**config.mk**
```make
export PLATFORM = sky130hd
export DESIGN_NAME = serial_bootstrap_loader
export DESIGN_NICKNAME = d
export VERILOG_FILES = /design/src/design/boot_loader_pkg.sv /design/src/design/divider_search.sv /design/src/design/serial_bootstrap_loader.sv
export SDC_FILE = /design/constraint.sdc
export NUM_CORES = 2
export LEC_CHECK = 0
export ABC_AREA = 0
export ABC_CLOCK_PERIOD_IN_PS = 81800
export BUFFER_PORTS_ARGS = -buffer_cell sky130_fd_sc_hd__buf_2
export CORE_MARGIN = 2
export CORE_UTILIZATION = 60
export CTS_CLUSTER_SIZE = 28
export DETAILED_ROUTE_END_ITERATION = 10
export PLACE_DENSITY = 0.9
export SKIP_LAST_GASP = 1
export SLEW_MARGIN = 20
export SYNTH_ARGS = -nofsm -noshare
export SYNTH_HDL_FRONTEND = slang
export SYNTH_SLANG_ARGS = --single-unit
```
**constraint.sdc**
```tcl
create_clock -name mclk -period 81.8 [get_ports mclk]
set_input_delay 4.09 -clock mclk [delete_from_list [all_inputs] [get_ports mclk]]
set_output_delay 4.09 -clock mclk [all_outputs]
set_load 0.005 [all_outputs]
```
**src/design/boot_loader_pkg.sv**
```systemverilog
// Shared constants, enumerations and carrier structs of the serial bootstrap loader.
// Assumes a single 100 MHz core clock and a 32-bit Avalon-MM register bus.
package boot_loader_pkg;

  // Register byte offsets on the Avalon-MM slave.
  localparam logic [7:0] OFS_CTRL = 8'h00;
  localparam logic [7:0] OFS_STATUS = 8'h04;
  localparam logic [7:0] OFS_CAL = 8'h08;
  localparam logic [7:0] OFS_FDV = 8'h0C;
  localparam logic [7:0] OFS_BG = 8'h10;
  localparam logic [7:0] OFS_ERR = 8'h14;

  // Field positions in the control and status registers.
  localparam int CTRL_EN_BIT = 0;
  localparam int STAT_STATE_POS = 0;
  localparam int STAT_DONE_POS = 4;
  localparam int STAT_COUNT_POS = 8;
  localparam int STAT_FERR_POS = 16;
  localparam logic CTRL_EN_RESET = 1'b1;

  // Bit positions of the synchronised boot pins.
  localparam int PIN_RST = 4;
  localparam int PIN_P04 = 3;
  localparam int PIN_P03 = 2;
  localparam int PIN_TEST = 1;
  localparam int PIN_RXD = 0;

  // Calibration and divider search arithmetic.
  localparam logic [1:0] T6_PRESCALE_LAST = 2'h3;
  localparam logic [15:0] CAL_MAX = 16'hFFFF;
  localparam logic [25:0] ROUND_HALF = 26'h000_2400;
  localparam logic [25:0] BG_DIVISOR = 26'h000_4800;
  localparam int ERR_SHIFT = 10;
  localparam logic [9:0] FDV_FIRST = 10'h100;
  localparam logic [9:0] FDV_LAST = 10'h200;

  // Serial framing counts.
  localparam logic [3:0] TICK_HALF = 4'h7;
  localparam logic [3:0] TICK_LAST = 4'hF;
  localparam logic [3:0] TX_FRAME_BITS = 4'hA;
  localparam logic [2:0] RX_BIT_LAST = 3'h7;
  localparam logic [5:0] LOAD_BYTES = 6'h20;

  // Identification byte; the value is arbitrary.
  localparam logic [7:0] ID_BYTE = 8'h5A;

  // Addresses and hand-over values.
  localparam logic [23:0] LOAD_BASE = 24'h00_FA40;
  localparam logic [23:0] LOAD_LAST = 24'h00_FA5F;
  localparam logic [23:0] BOOTROM_LAST = 24'h00_7FFF;
  localparam logic [15:0] CP_VAL = 16'hFA00;
  localparam logic [15:0] SP_VAL = 16'hFA40;
  localparam logic [15:0] STACK_UNDERFLOW_LIMIT_VAL = 16'hFA40;
  localparam logic [15:0] STACK_OVERFLOW_LIMIT_VAL = 16'hFA20;
  localparam logic [15:0] SERIAL_CTRL_VAL = 16'h8011;

  // Loader sequence states.
  typedef enum logic [2:0] {
    BS_IDLE, BS_CAL_WAIT, BS_CAL_MEASURE, BS_SEARCH, BS_SEND_ID, BS_LOAD, BS_DONE
  } boot_state_t;

  // Receive frame states.
  typedef enum logic [1:0] {RX_IDLE, RX_START, RX_DATA, RX_STOP} rx_state_t;

  // Avalon-MM request from the master.
  typedef struct packed {
    logic read;
    logic write;
    logic [7:0] address;
    logic [31:0] writedata;
  } av_req_t;

  // Avalon-MM answer of the slave.
  typedef struct packed {
    logic [31:0] readdata;
    logic waitrequest;
  } av_rsp_t;

  // Byte write port into internal RAM.
  typedef struct packed {
    logic we;
    logic [23:0] addr;
    logic [7:0] data;
  } ram_wr_t;

  // Core fetch request to be routed.
  typedef struct packed {
    logic code;
    logic data;
    logic [23:0] addr;
  } fetch_req_t;

  // Configuration left behind for the loaded program.
  typedef struct packed {
    logic wdt_disable;
    logic [15:0] context_pointer;
    logic [15:0] stack_pointer;
    logic [15:0] stack_underflow_limit;
    logic [15:0] stack_overflow_limit;
    logic [15:0] serial_ctrl_reg;
    logic [8:0] frac_divider_reg;
    logic [12:0] baud_reload_reg;
    logic tx_buffer_request_flag;
    logic transmit_pin_level;
    logic transmit_pin_direction_bit;
  } handover_cfg_t;

endpackage

```
**src/design/divider_search.sv**
```systemverilog
// Sequential search over fractional divider values for the best baud reload.
// Latches the measured count on start, so later changes of t6 do not affect the search.
module divider_search
  import boot_loader_pkg::*;
(
  // Clock, reset and enable.
  input wire logic mclk,
  input wire logic rst,
  input wire logic ce,
  // Search request.
  input wire logic start,
  input wire logic [15:0] t6,
  // Search result.
  output logic done,
  output logic [9:0] best_fdv,
  output logic [12:0] best_bg,
  output logic [15:0] best_err
);

  // Whole state of the search.
  typedef struct packed {
    logic busy;
    logic have;
    logic done;
    logic [15:0] t6;
    logic [9:0] frac_div_value;
    logic [9:0] best_fdv;
    logic [12:0] best_bg;
    logic [15:0] best_err;
  } srch_t;

  srch_t st_r;
  srch_t st_nxt;
  logic [25:0] prod;
  logic [25:0] num;
  logic [14:0] rem;
  logic [13:0] diff;
  logic [23:0] err;
  logic trial_ok;

  // One trial per cycle: reload, remainder and graded error.
  always_comb begin
    prod = 26'(st_r.t6) * 26'(st_r.frac_div_value);
    trial_ok = prod >= ROUND_HALF;
    num = prod - ROUND_HALF;
    rem = 15'(num % BG_DIVISOR);
    diff = (rem >= 15'(ROUND_HALF)) ? 14'(rem - 15'(ROUND_HALF)) : 14'(15'(ROUND_HALF) - rem);
    err = ((24'(diff) << ERR_SHIFT) + 24'(st_r.frac_div_value >> 1)) / 24'(st_r.frac_div_value);
    st_nxt = st_r;
    st_nxt.done = 1'b0;
    if (start) begin
      st_nxt.busy = 1'b1;
      st_nxt.have = 1'b0;
      st_nxt.t6 = t6;
      st_nxt.frac_div_value = FDV_FIRST;
    end else if (st_r.busy) begin
      // Strictly smaller error wins, so ties keep the lower divider.
      if (trial_ok && (!st_r.have || 16'(err) < st_r.best_err)) begin
        st_nxt.have = 1'b1;
        st_nxt.best_fdv = st_r.frac_div_value;
        st_nxt.best_bg = 13'(num / BG_DIVISOR);
        st_nxt.best_err = 16'(err);
      end
      if (st_r.frac_div_value == FDV_LAST) begin
        st_nxt.busy = 1'b0;
        st_nxt.done = 1'b1;
      end else begin
        st_nxt.frac_div_value = st_r.frac_div_value + 10'h001;
      end
    end
  end

  // State register with clock enable.
  always_ff @(posedge mclk) begin
    if (rst) begin
      st_r <= '0;
    end else if (ce) begin
      st_r <= st_nxt;
    end
  end

  assign done = st_r.done;
  assign best_fdv = st_r.best_fdv;
  assign best_bg = st_r.best_bg;
  assign best_err = st_r.best_err;
endmodule // divider_search

```
**src/design/serial_bootstrap_loader.sv**
```systemverilog
// Serial bootstrap loader: strap-gated entry, autobaud, identification, 32-byte load, jump.
// Assumes asynchronous boot pins, a 100 MHz mclk, and an Avalon-MM master that holds requests.
//
// Overview of operation
// - Enter only on strapped hardware reset release.
// - Measure zero byte with clock-by-four timer.
// - Reload is (count*divider-9216)/18432 with remainder.
// - Error from remainder distance, shifted, over divider.
// - Try dividers 256..512, keep least error.
// - Best divider 512 is written as zero.
// - Rate is divider*f/(512*16*(reload+1)).
// - Set 8N1, enable generators, drive transmit high.
// - Send one identification byte.
// - Wait for exactly 32 bytes, no timeout.
// - Store bytes in order at FA40..FA5F.
// - Jump to FA40 after last byte, no reset.
// - Leave watchdog off, fixed pointer and stack limits.
// - Leave serial setup, request flag, pin high.
// - Interrupts and error resets blocked during loading.
// - Low code fetches go to boot ROM.
module serial_bootstrap_loader
  import boot_loader_pkg::*;
(
  // Clock, reset and enable.
  input wire logic mclk,
  input wire logic rst,
  input wire logic ce,
  // Avalon-MM register slave.
  input wire av_req_t av_req,
  output av_rsp_t av_rsp,
  // Boot pins, asynchronous to mclk.
  input wire logic hw_reset_input_n,
  input wire logic strap_p0_4,
  input wire logic strap_p0_3,
  input wire logic test_pin,
  input wire logic rxd,
  // Serial transmit pin.
  output logic txd,
  output logic txd_oe,
  // Write port into internal RAM.
  output ram_wr_t ram_wr,
  // Hand-over to the core.
  output logic jump_req,
  output logic [23:0] jump_addr,
  output handover_cfg_t handover,
  output logic irq_block,
  output logic err_reset_block,
  // Fetch routing.
  input wire fetch_req_t fetch,
  output logic bootrom_sel,
  output logic data_undef
);

  // Whole state of the loader.
  typedef struct packed {
    logic [4:0] sync1;
    logic [4:0] sync2;
    logic hw_rst_seen;
    logic strap_ok;
    logic ctrl_en;
    boot_state_t bs;
    rx_state_t rxs;
    logic [1:0] pre;
    logic [15:0] t6;
    logic search_go;
    logic baud_en;
    logic [8:0] acc;
    logic [12:0] bg_cnt;
    logic [3:0] tx_div;
    logic [3:0] rx_div;
    logic [9:0] tx_shift;
    logic [3:0] tx_cnt;
    logic txd;
    logic txd_oe;
    logic [7:0] rx_byte;
    logic [2:0] rx_bit;
    logic [5:0] byte_cnt;
    logic [7:0] frame_errs;
    logic [15:0] best_err;
    ram_wr_t ram;
    logic jump;
    logic [23:0] jump_addr;
    handover_cfg_t hand;
    logic irq_block;
    logic err_block;
    logic bootrom_sel;
    logic data_undef;
    av_rsp_t rsp;
  } state_t;

  // Value of the state after reset.
  localparam state_t ST_RESET = '{bs: BS_IDLE, rxs: RX_IDLE, ctrl_en: CTRL_EN_RESET,
    rsp: '{readdata: 32'h0000_0000, waitrequest: 1'b1}, default: '0};

  state_t st_r;
  state_t st_nxt;
  logic rx_in; // Synchronised receive line.
  logic rst_pin_n; // Synchronised hardware reset pin.
  logic tick16; // Sixteen-times oversampling tick.
  logic bit_tick; // Transmit bit boundary.
  logic [9:0] fdv_eff; // Divider with zero meaning 512.
  logic [9:0] acc_sum; // Fractional accumulator sum.
  logic [31:0] rd_word; // Register read data.
  logic srch_done; // Search finished pulse.
  logic [9:0] srch_fdv; // Best divider found.
  logic [12:0] srch_bg; // Best reload found.
  logic [15:0] srch_err; // Best graded error.

  // Only the second synchroniser stage is read by logic.
  assign rx_in = st_r.sync2[PIN_RXD];
  assign rst_pin_n = st_r.sync2[PIN_RST];

  // Search engine over divider values.
  divider_search u_search (
    .mclk(mclk),
    .rst(rst),
    .ce(ce),
    .start(st_r.search_go),
    .t6(st_r.t6),
    .done(srch_done),
    .best_fdv(srch_fdv),
    .best_bg(srch_bg),
    .best_err(srch_err)
  );

  // Register read multiplexer; unmapped offsets read zero.
  always_comb begin
    rd_word = 32'h0000_0000;
    case (av_req.address)
      OFS_CTRL: rd_word[CTRL_EN_BIT] = st_r.ctrl_en;
      OFS_STATUS: begin
        rd_word[STAT_STATE_POS +: 3] = st_r.bs;
        rd_word[STAT_DONE_POS] = (st_r.bs == BS_DONE);
        rd_word[STAT_COUNT_POS +: 6] = st_r.byte_cnt;
        rd_word[STAT_FERR_POS +: 8] = st_r.frame_errs;
      end
      OFS_CAL: rd_word[15:0] = st_r.t6;
      OFS_FDV: rd_word[8:0] = st_r.hand.frac_divider_reg;
      OFS_BG: rd_word[12:0] = st_r.hand.baud_reload_reg;
      OFS_ERR: rd_word[15:0] = st_r.best_err;
      default: rd_word = 32'h0000_0000;
    endcase
  end

  // Next-state logic for the whole loader.
  always_comb begin
    st_nxt = st_r;
    tick16 = 1'b0;
    acc_sum = 10'h000;
    fdv_eff = (st_r.hand.frac_divider_reg == 9'h000) ? FDV_LAST : {1'b0, st_r.hand.frac_divider_reg};
    // Two-stage synchronisers on every pin.
    st_nxt.sync1 = {hw_reset_input_n, strap_p0_4, strap_p0_3, test_pin, rxd};
    st_nxt.sync2 = st_r.sync1;
    st_nxt.jump = 1'b0;
    st_nxt.ram.we = 1'b0;
    st_nxt.search_go = 1'b0;
    // Code fetches from the low range select the boot ROM.
    st_nxt.bootrom_sel = fetch.code && (fetch.addr <= BOOTROM_LAST);
    st_nxt.data_undef = fetch.data && (fetch.addr <= BOOTROM_LAST);
    // Fractional divider feeds the reload counter, giving the oversampling tick.
    if (st_r.baud_en) begin
      acc_sum = 10'(st_r.acc) + fdv_eff;
      st_nxt.acc = acc_sum[8:0];
      if (acc_sum[9]) begin
        if (st_r.bg_cnt == 13'h0000) begin
          st_nxt.bg_cnt = st_r.hand.baud_reload_reg;
          tick16 = 1'b1;
        end else begin
          st_nxt.bg_cnt = st_r.bg_cnt - 13'h0001;
        end
      end
    end
    if (tick16) begin
      st_nxt.tx_div = st_r.tx_div + 4'h1;
    end
    bit_tick = tick16 && (st_r.tx_div == TICK_LAST);
    // Bus slave: one wait cycle, then the access completes.
    if (st_r.rsp.waitrequest) begin
      if (av_req.read || av_req.write) begin
        st_nxt.rsp.waitrequest = 1'b0;
        st_nxt.rsp.readdata = av_req.read ? rd_word : 32'h0000_0000;
      end
    end else begin
      st_nxt.rsp.waitrequest = 1'b1;
      if (av_req.write && av_req.address == OFS_CTRL) begin
        st_nxt.ctrl_en = av_req.writedata[CTRL_EN_BIT];
      end
    end
    // Hardware reset pin: hold idle, capture straps, start on release.
    if (!rst_pin_n) begin
      st_nxt.hw_rst_seen = 1'b1;
      st_nxt.strap_ok = !st_r.sync2[PIN_P04] && st_r.sync2[PIN_P03] && !st_r.sync2[PIN_TEST];
      st_nxt.bs = BS_IDLE;
    end else if (st_r.hw_rst_seen) begin
      st_nxt.hw_rst_seen = 1'b0;
      if (st_r.strap_ok && st_r.ctrl_en) begin
        st_nxt.bs = BS_CAL_WAIT;
        st_nxt.hand = '0;
        st_nxt.hand.wdt_disable = 1'b1;
        st_nxt.irq_block = 1'b1;
        st_nxt.err_block = 1'b1;
        st_nxt.baud_en = 1'b0;
        st_nxt.txd_oe = 1'b0;
        st_nxt.frame_errs = 8'h00;
        st_nxt.byte_cnt = 6'h00;
      end
    end else begin
      unique case (st_r.bs)
        BS_IDLE: begin
          st_nxt.bs = BS_IDLE;
        end
        // Wait for the start bit of the zero byte.
        BS_CAL_WAIT: begin
          if (!rx_in) begin
            st_nxt.bs = BS_CAL_MEASURE;
            st_nxt.t6 = 16'h0000;
            st_nxt.pre = 2'h0;
          end
        end
        // Count at a quarter of the clock until the line returns high.
        BS_CAL_MEASURE: begin
          if (rx_in) begin
            st_nxt.bs = BS_SEARCH;
            st_nxt.search_go = 1'b1;
          end else begin
            st_nxt.pre = st_r.pre + 2'h1;
            if (st_r.pre == T6_PRESCALE_LAST && st_r.t6 != CAL_MAX) begin
              st_nxt.t6 = st_r.t6 + 16'h0001;
            end
          end
        end
        // Take the search result and set up the serial channel.
        BS_SEARCH: begin
          if (srch_done) begin
            st_nxt.hand.frac_divider_reg = (srch_fdv == FDV_LAST) ? 9'h000 : srch_fdv[8:0];
            st_nxt.hand.baud_reload_reg = srch_bg;
            st_nxt.hand.serial_ctrl_reg = SERIAL_CTRL_VAL;
            st_nxt.hand.transmit_pin_level = 1'b1;
            st_nxt.hand.transmit_pin_direction_bit = 1'b1;
            st_nxt.best_err = srch_err;
            st_nxt.baud_en = 1'b1;
            st_nxt.acc = 9'h000;
            st_nxt.bg_cnt = 13'h0000;
            st_nxt.tx_div = 4'h0;
            st_nxt.txd = 1'b1;
            st_nxt.txd_oe = 1'b1;
            st_nxt.tx_shift = {1'b1, ID_BYTE, 1'b0};
            st_nxt.tx_cnt = 4'h0;
            st_nxt.bs = BS_SEND_ID;
          end
        end
        // Shift out start bit, identification byte and stop bit.
        BS_SEND_ID: begin
          if (bit_tick) begin
            if (st_r.tx_cnt == TX_FRAME_BITS) begin
              st_nxt.bs = BS_LOAD;
              st_nxt.rxs = RX_IDLE;
              st_nxt.byte_cnt = 6'h00;
            end else begin
              st_nxt.txd = st_r.tx_shift[0];
              st_nxt.tx_shift = {1'b1, st_r.tx_shift[9:1]};
              st_nxt.tx_cnt = st_r.tx_cnt + 4'h1;
            end
          end
        end
        // Receive code bytes until 32 have been stored; no timeout.
        BS_LOAD: begin
          unique case (st_r.rxs)
            RX_IDLE: begin
              if (!rx_in) begin
                st_nxt.rxs = RX_START;
                st_nxt.rx_div = 4'h0;
              end
            end
            RX_START: begin
              if (tick16) begin
                st_nxt.rx_div = st_r.rx_div + 4'h1;
                if (st_r.rx_div == TICK_HALF) begin
                  st_nxt.rx_div = 4'h0;
                  st_nxt.rx_bit = 3'h0;
                  st_nxt.rxs = rx_in ? RX_IDLE : RX_DATA;
                end
              end
            end
            RX_DATA: begin
              if (tick16) begin
                st_nxt.rx_div = st_r.rx_div + 4'h1;
                if (st_r.rx_div == TICK_LAST) begin
                  st_nxt.rx_byte = {rx_in, st_r.rx_byte[7:1]};
                  st_nxt.rx_bit = st_r.rx_bit + 3'h1;
                  if (st_r.rx_bit == RX_BIT_LAST) begin
                    st_nxt.rxs = RX_STOP;
                  end
                end
              end
            end
            RX_STOP: begin
              if (tick16) begin
                st_nxt.rx_div = st_r.rx_div + 4'h1;
                if (st_r.rx_div == TICK_LAST) begin
                  // A low stop bit is counted but the byte is kept.
                  if (!rx_in) begin
                    st_nxt.frame_errs = st_r.frame_errs + 8'h01;
                  end
                  st_nxt.ram.we = 1'b1;
                  st_nxt.ram.addr = LOAD_BASE + 24'(st_r.byte_cnt);
                  st_nxt.ram.data = st_r.rx_byte;
                  st_nxt.byte_cnt = st_r.byte_cnt + 6'h01;
                  st_nxt.rxs = RX_IDLE;
                  if (st_r.byte_cnt == LOAD_BYTES - 6'h01) begin
                    st_nxt.bs = BS_DONE;
                    st_nxt.jump = 1'b1;
                    st_nxt.jump_addr = LOAD_BASE;
                    st_nxt.hand.context_pointer = CP_VAL;
                    st_nxt.hand.stack_pointer = SP_VAL;
                    st_nxt.hand.stack_underflow_limit = STACK_UNDERFLOW_LIMIT_VAL;
                    st_nxt.hand.stack_overflow_limit = STACK_OVERFLOW_LIMIT_VAL;
                    st_nxt.hand.tx_buffer_request_flag = 1'b1;
                    st_nxt.irq_block = 1'b0;
                    st_nxt.err_block = 1'b0;
                  end
                end
              end
            end
          endcase
        end
        BS_DONE: begin
          st_nxt.bs = BS_DONE;
        end
        default: begin
          st_nxt.bs = BS_IDLE;
        end
      endcase
    end
  end

  // State register with synchronous reset and clock enable.
  always_ff @(posedge mclk) begin
    if (rst) begin
      st_r <= ST_RESET;
    end else if (ce) begin
      st_r <= st_nxt;
    end
  end

  // Outputs come straight from the state register.
  assign av_rsp = st_r.rsp;
  assign txd = st_r.txd;
  assign txd_oe = st_r.txd_oe;
  assign ram_wr = st_r.ram;
  assign jump_req = st_r.jump;
  assign jump_addr = st_r.jump_addr;
  assign handover = st_r.hand;
  assign irq_block = st_r.irq_block;
  assign err_reset_block = st_r.err_block;
  assign bootrom_sel = st_r.bootrom_sel;
  assign data_undef = st_r.data_undef;
endmodule // serial_bootstrap_loader

```
==> impl_metrics.env <==
export IMPL_hold_end="ram_wr[0]"
export IMPL_reg2reg_depth=399
export IMPL_synth_seq_cells=261
export IMPL_dr_first_iter_drc_count=3276
export IMPL_start_util_pct=60.5
export IMPL_rows=86
export IMPL_via_per_inst=6.36
export IMPL_layout_nets=4918
export IMPL_yosysSeqAreaShare_pct=15.7
export IMPL_fin_util_pct=65.8
export IMPL_pre_cts_ws_ns=1.01
export IMPL_ys_warn_count=0
export IMPL_hold_depth=2
export IMPL_drtPass1Iterations=9
export IMPL_hold_ws_ns=0.451
export IMPL_path_clk_slew_ns=0.07
export IMPL_synthTopCellsByArea="dfxtp_1 (16%), ha_1 (11%), fa_1 (6.7%)"
export IMPL_diodes=0
export IMPL_antenna_found_initial=0
export IMPL_fmax_ghz=0.0130
export IMPL_outcome="finished, final reports clean"
export IMPL_core_area_um2=55000
export IMPL_final_hold_viol_count=0
export IMPL_cts_tree="yes"
export IMPL_drcViolationCount=0
export IMPL_synth_edff_count=0
export IMPL_design_area_um2=36200
export IMPL_wl_per_cell_um=18.2
export IMPL_postPlaceCellArea_um2=34200
export IMPL_grt_pass1_vias=30751
export IMPL_critPathMaxFanout=17
export IMPL_cp_start_kind="register"
export IMPL_yosys_area_top_type="dfxtp_1"
export IMPL_syn_inst=4358
export IMPL_htree_levels=1
export IMPL_die_area_um2=57400
export IMPL_areaGrowthSynthToFinish_pct=8.65
export IMPL_synth_area_um2=33300
export IMPL_num_vias=33037
export IMPL_ys_top_cells_by_count="nand2_1 (493), nor2_1 (443), ha_1 (305), a21oi_1 (265), dfxtp_1 (261)"
export IMPL_maxCapViolCount=0
export IMPL_end_kind="register"
export IMPL_finalCritPeriodShare_pct=94.0
export IMPL_slew_viol_final=0
export IMPL_timing_rr_start="u_search.st_r[45]"
export IMPL_layout_drive_gt1_share_pct=15.4
export IMPL_regArea_um2=5260
export IMPL_async_flop_share_pct=0
export IMPL_ios=279
export IMPL_critical_path_class="reg2reg"
export IMPL_setup_viol=0
export IMPL_dpl_hpwl_mm=69.0
export IMPL_min_delay_start="ram_wr[0]"
export IMPL_fp_dieH_um=240
export IMPL_grt_max_degree=83
export IMPL_tightest_slew_ns=1.12
export IMPL_cts_hold_buf=0
export IMPL_r2r_end="u_search.best_fdv[7]"
export IMPL_arrival_ns=77.36
export IMPL_worstPathRequired_ns=82.25
export IMPL_fill_cells=4272
export IMPL_synth_top_area_share_pct=15.7
export IMPL_fp_dieW_um=240
export IMPL_track_usage_pct=30.6
export IMPL_crit_top_cell="o21a_1"
export IMPL_fin_skew_ns=0.0115
export IMPL_worst_path_max_delay_cell="a2111o_1"
export IMPL_cts_sinks=261
export IMPL_worst_skew_pair_late_latency_ns=0.53
export IMPL_synth_most_common_cell="nand2_1"
export IMPL_fin_ws_ns=4.89
export IMPL_gp_congestion=0.973
export IMPL_synthDistinctLibCells=135
export IMPL_reg2reg_slack_ns=4.89
export IMPL_slew_headroom_pct=25.0
export IMPL_detail_route_antenna_nets=0
export IMPL_finalWirelength_mm=94.3
export IMPL_cts_buffers=26
export IMPL_ys_flop_type="dfxtp_1"
export IMPL_max_stage_delay_ns=0.59
export IMPL_multi_input_comb_area_um2=26100
export IMPL_grt_pass1_wl_mm=148
export IMPL_overflow=0
export IMPL_synth_avg_cell_area_um2=7.64
export IMPL_cts_root_buf="clkbuf_16"
export IMPL_cts_buffer_depth=3
export IMPL_hold_path_class="reg2reg"
export IMPL_port_buffers=145
export IMPL_min_period_ns=76.91
worst max-delay path: cells and delay by family, from the launching register on:
| kind | cells | cell delay (ns) |
|---|---|---|
| AO/OA/AOI/OAI | 210 | 42.04 |
| AND/OR/NAND/NOR | 101 | 15.54 |
| adder cells (fa/ha/maj) | 31 | 10.20 |
| buffers and inverters | 47 | 5.68 |
| multiplexers | 7 | 1.70 |
| XOR/XNOR | 3 | 0.98 |
| flip-flops | 1 | 0.48 |
cell usage in the layout (no fill, tap or decap), drive strengths merged, types with 112 or more instances in the layout:
| master | Yosys | final |
|---|---|---|
| a21oi | 275 | 275 |
| buf | 225 | 334 |
| dfxtp | 261 | 261 |
| ha | 305 | 305 |
| inv | 212 | 210 |
| nand2 | 494 | 494 |
| nor2 | 447 | 447 |
| nor3 | 182 | 182 |
| o21a | 152 | 152 |
| o21ai | 177 | 177 |
| xnor2 | 112 | 112 |
cell families (layout without fill, tap and decap cells):
logic type / Yosys count / count (layout) / synth area share, %
and+or+nand+nor: 1638 / 1638 / 23.8
muxes: 156 / 156 / 5.04
AOI/OAI and AO/OA: 1117 / 1117 / 23.3
other: 1 / 88 / 0.0113
DFF: 261 / 261 / 15.7
adders and majority gates: 420 / 420 / 18.3
buffers and inverters: 593 / 592 / 9.14
xor gates and xnor gates: 172 / 172 / 4.73
registers in the layout (all words and copies together), names as in the netlist:
| register | count |
|---|---|
| rx_in | 1 |
| handover | 24 |
| u_search.done | 1 |
| u_search.best_fdv | 10 |
| u_search.best_err | 16 |
| st_nxt | 5 |
| jump_addr | 1 |
| data_undef | 1 |
| irq_block | 1 |
| av_rsp | 25 |
| jump_req | 1 |
| txd | 1 |
| st_r | 116 |
| rst_pin_n | 1 |
| ram_wr | 16 |
| u_search.st_r | 28 |
| u_search.best_bg | 12 |
| bootrom_sel | 1 |
metrics by stage:
step           TNS, ns  std cells
3_5_place_dp         0       5101
4_1_cts              0       5147
2_1_floorplan        0       4445
3_3_place_gp         0       5101
5_1_grt         -25.06       5192
6_report             0       5192
per-layer routing:
layer	part of all wire, %	global-route usage (%)	vias up
li1	-	-	15437
met1	40	39.1	15583
met2	47	52.0	1587
met3	8.7	3.73	430
met4	5.1	13.0	0
met5	0	0	-
area by class of cell:
cell class                      instances  share of cell area, %
Tap cell                              748                   2.59
Sequential cell                       261                   14.5
Clock buffer                           36                   2.01
Inverter                              212                   2.26
Clock inverter                         10                  0.332
Multi-Input combinational cell       3591                   72.2
Timing Repair Buffer                  334                   6.10
worst max path at each step:
stage / to / from / slack [ns] / cells past startpoint
after floorplan: u_search.best_bg[0] / u_search.st_r[42] / 7.79 / 412
after global placement: u_search.best_err[1] / u_search.st_r[41] / 2.76 / 385
after detailed placement: u_search.best_err[1] / u_search.st_r[41] / 1.01 / 385
after CTS: u_search.best_fdv[7] / u_search.st_r[41] / 0.66 / 386
after global routing: u_search.best_fdv[9] / u_search.st_r[45] / -0.79 / 402
final: u_search.best_fdv[7] / u_search.st_r[45] / 4.89 / 399
what timing repair did:
action,in CTS,in global routing
buffers inserted,0,45
resized for setup,0,165
setup endpoints to repair,0,38
Power is not shown: default switching activity piles up to over one toggle a cycle in this logic, so the estimate is an artifact.
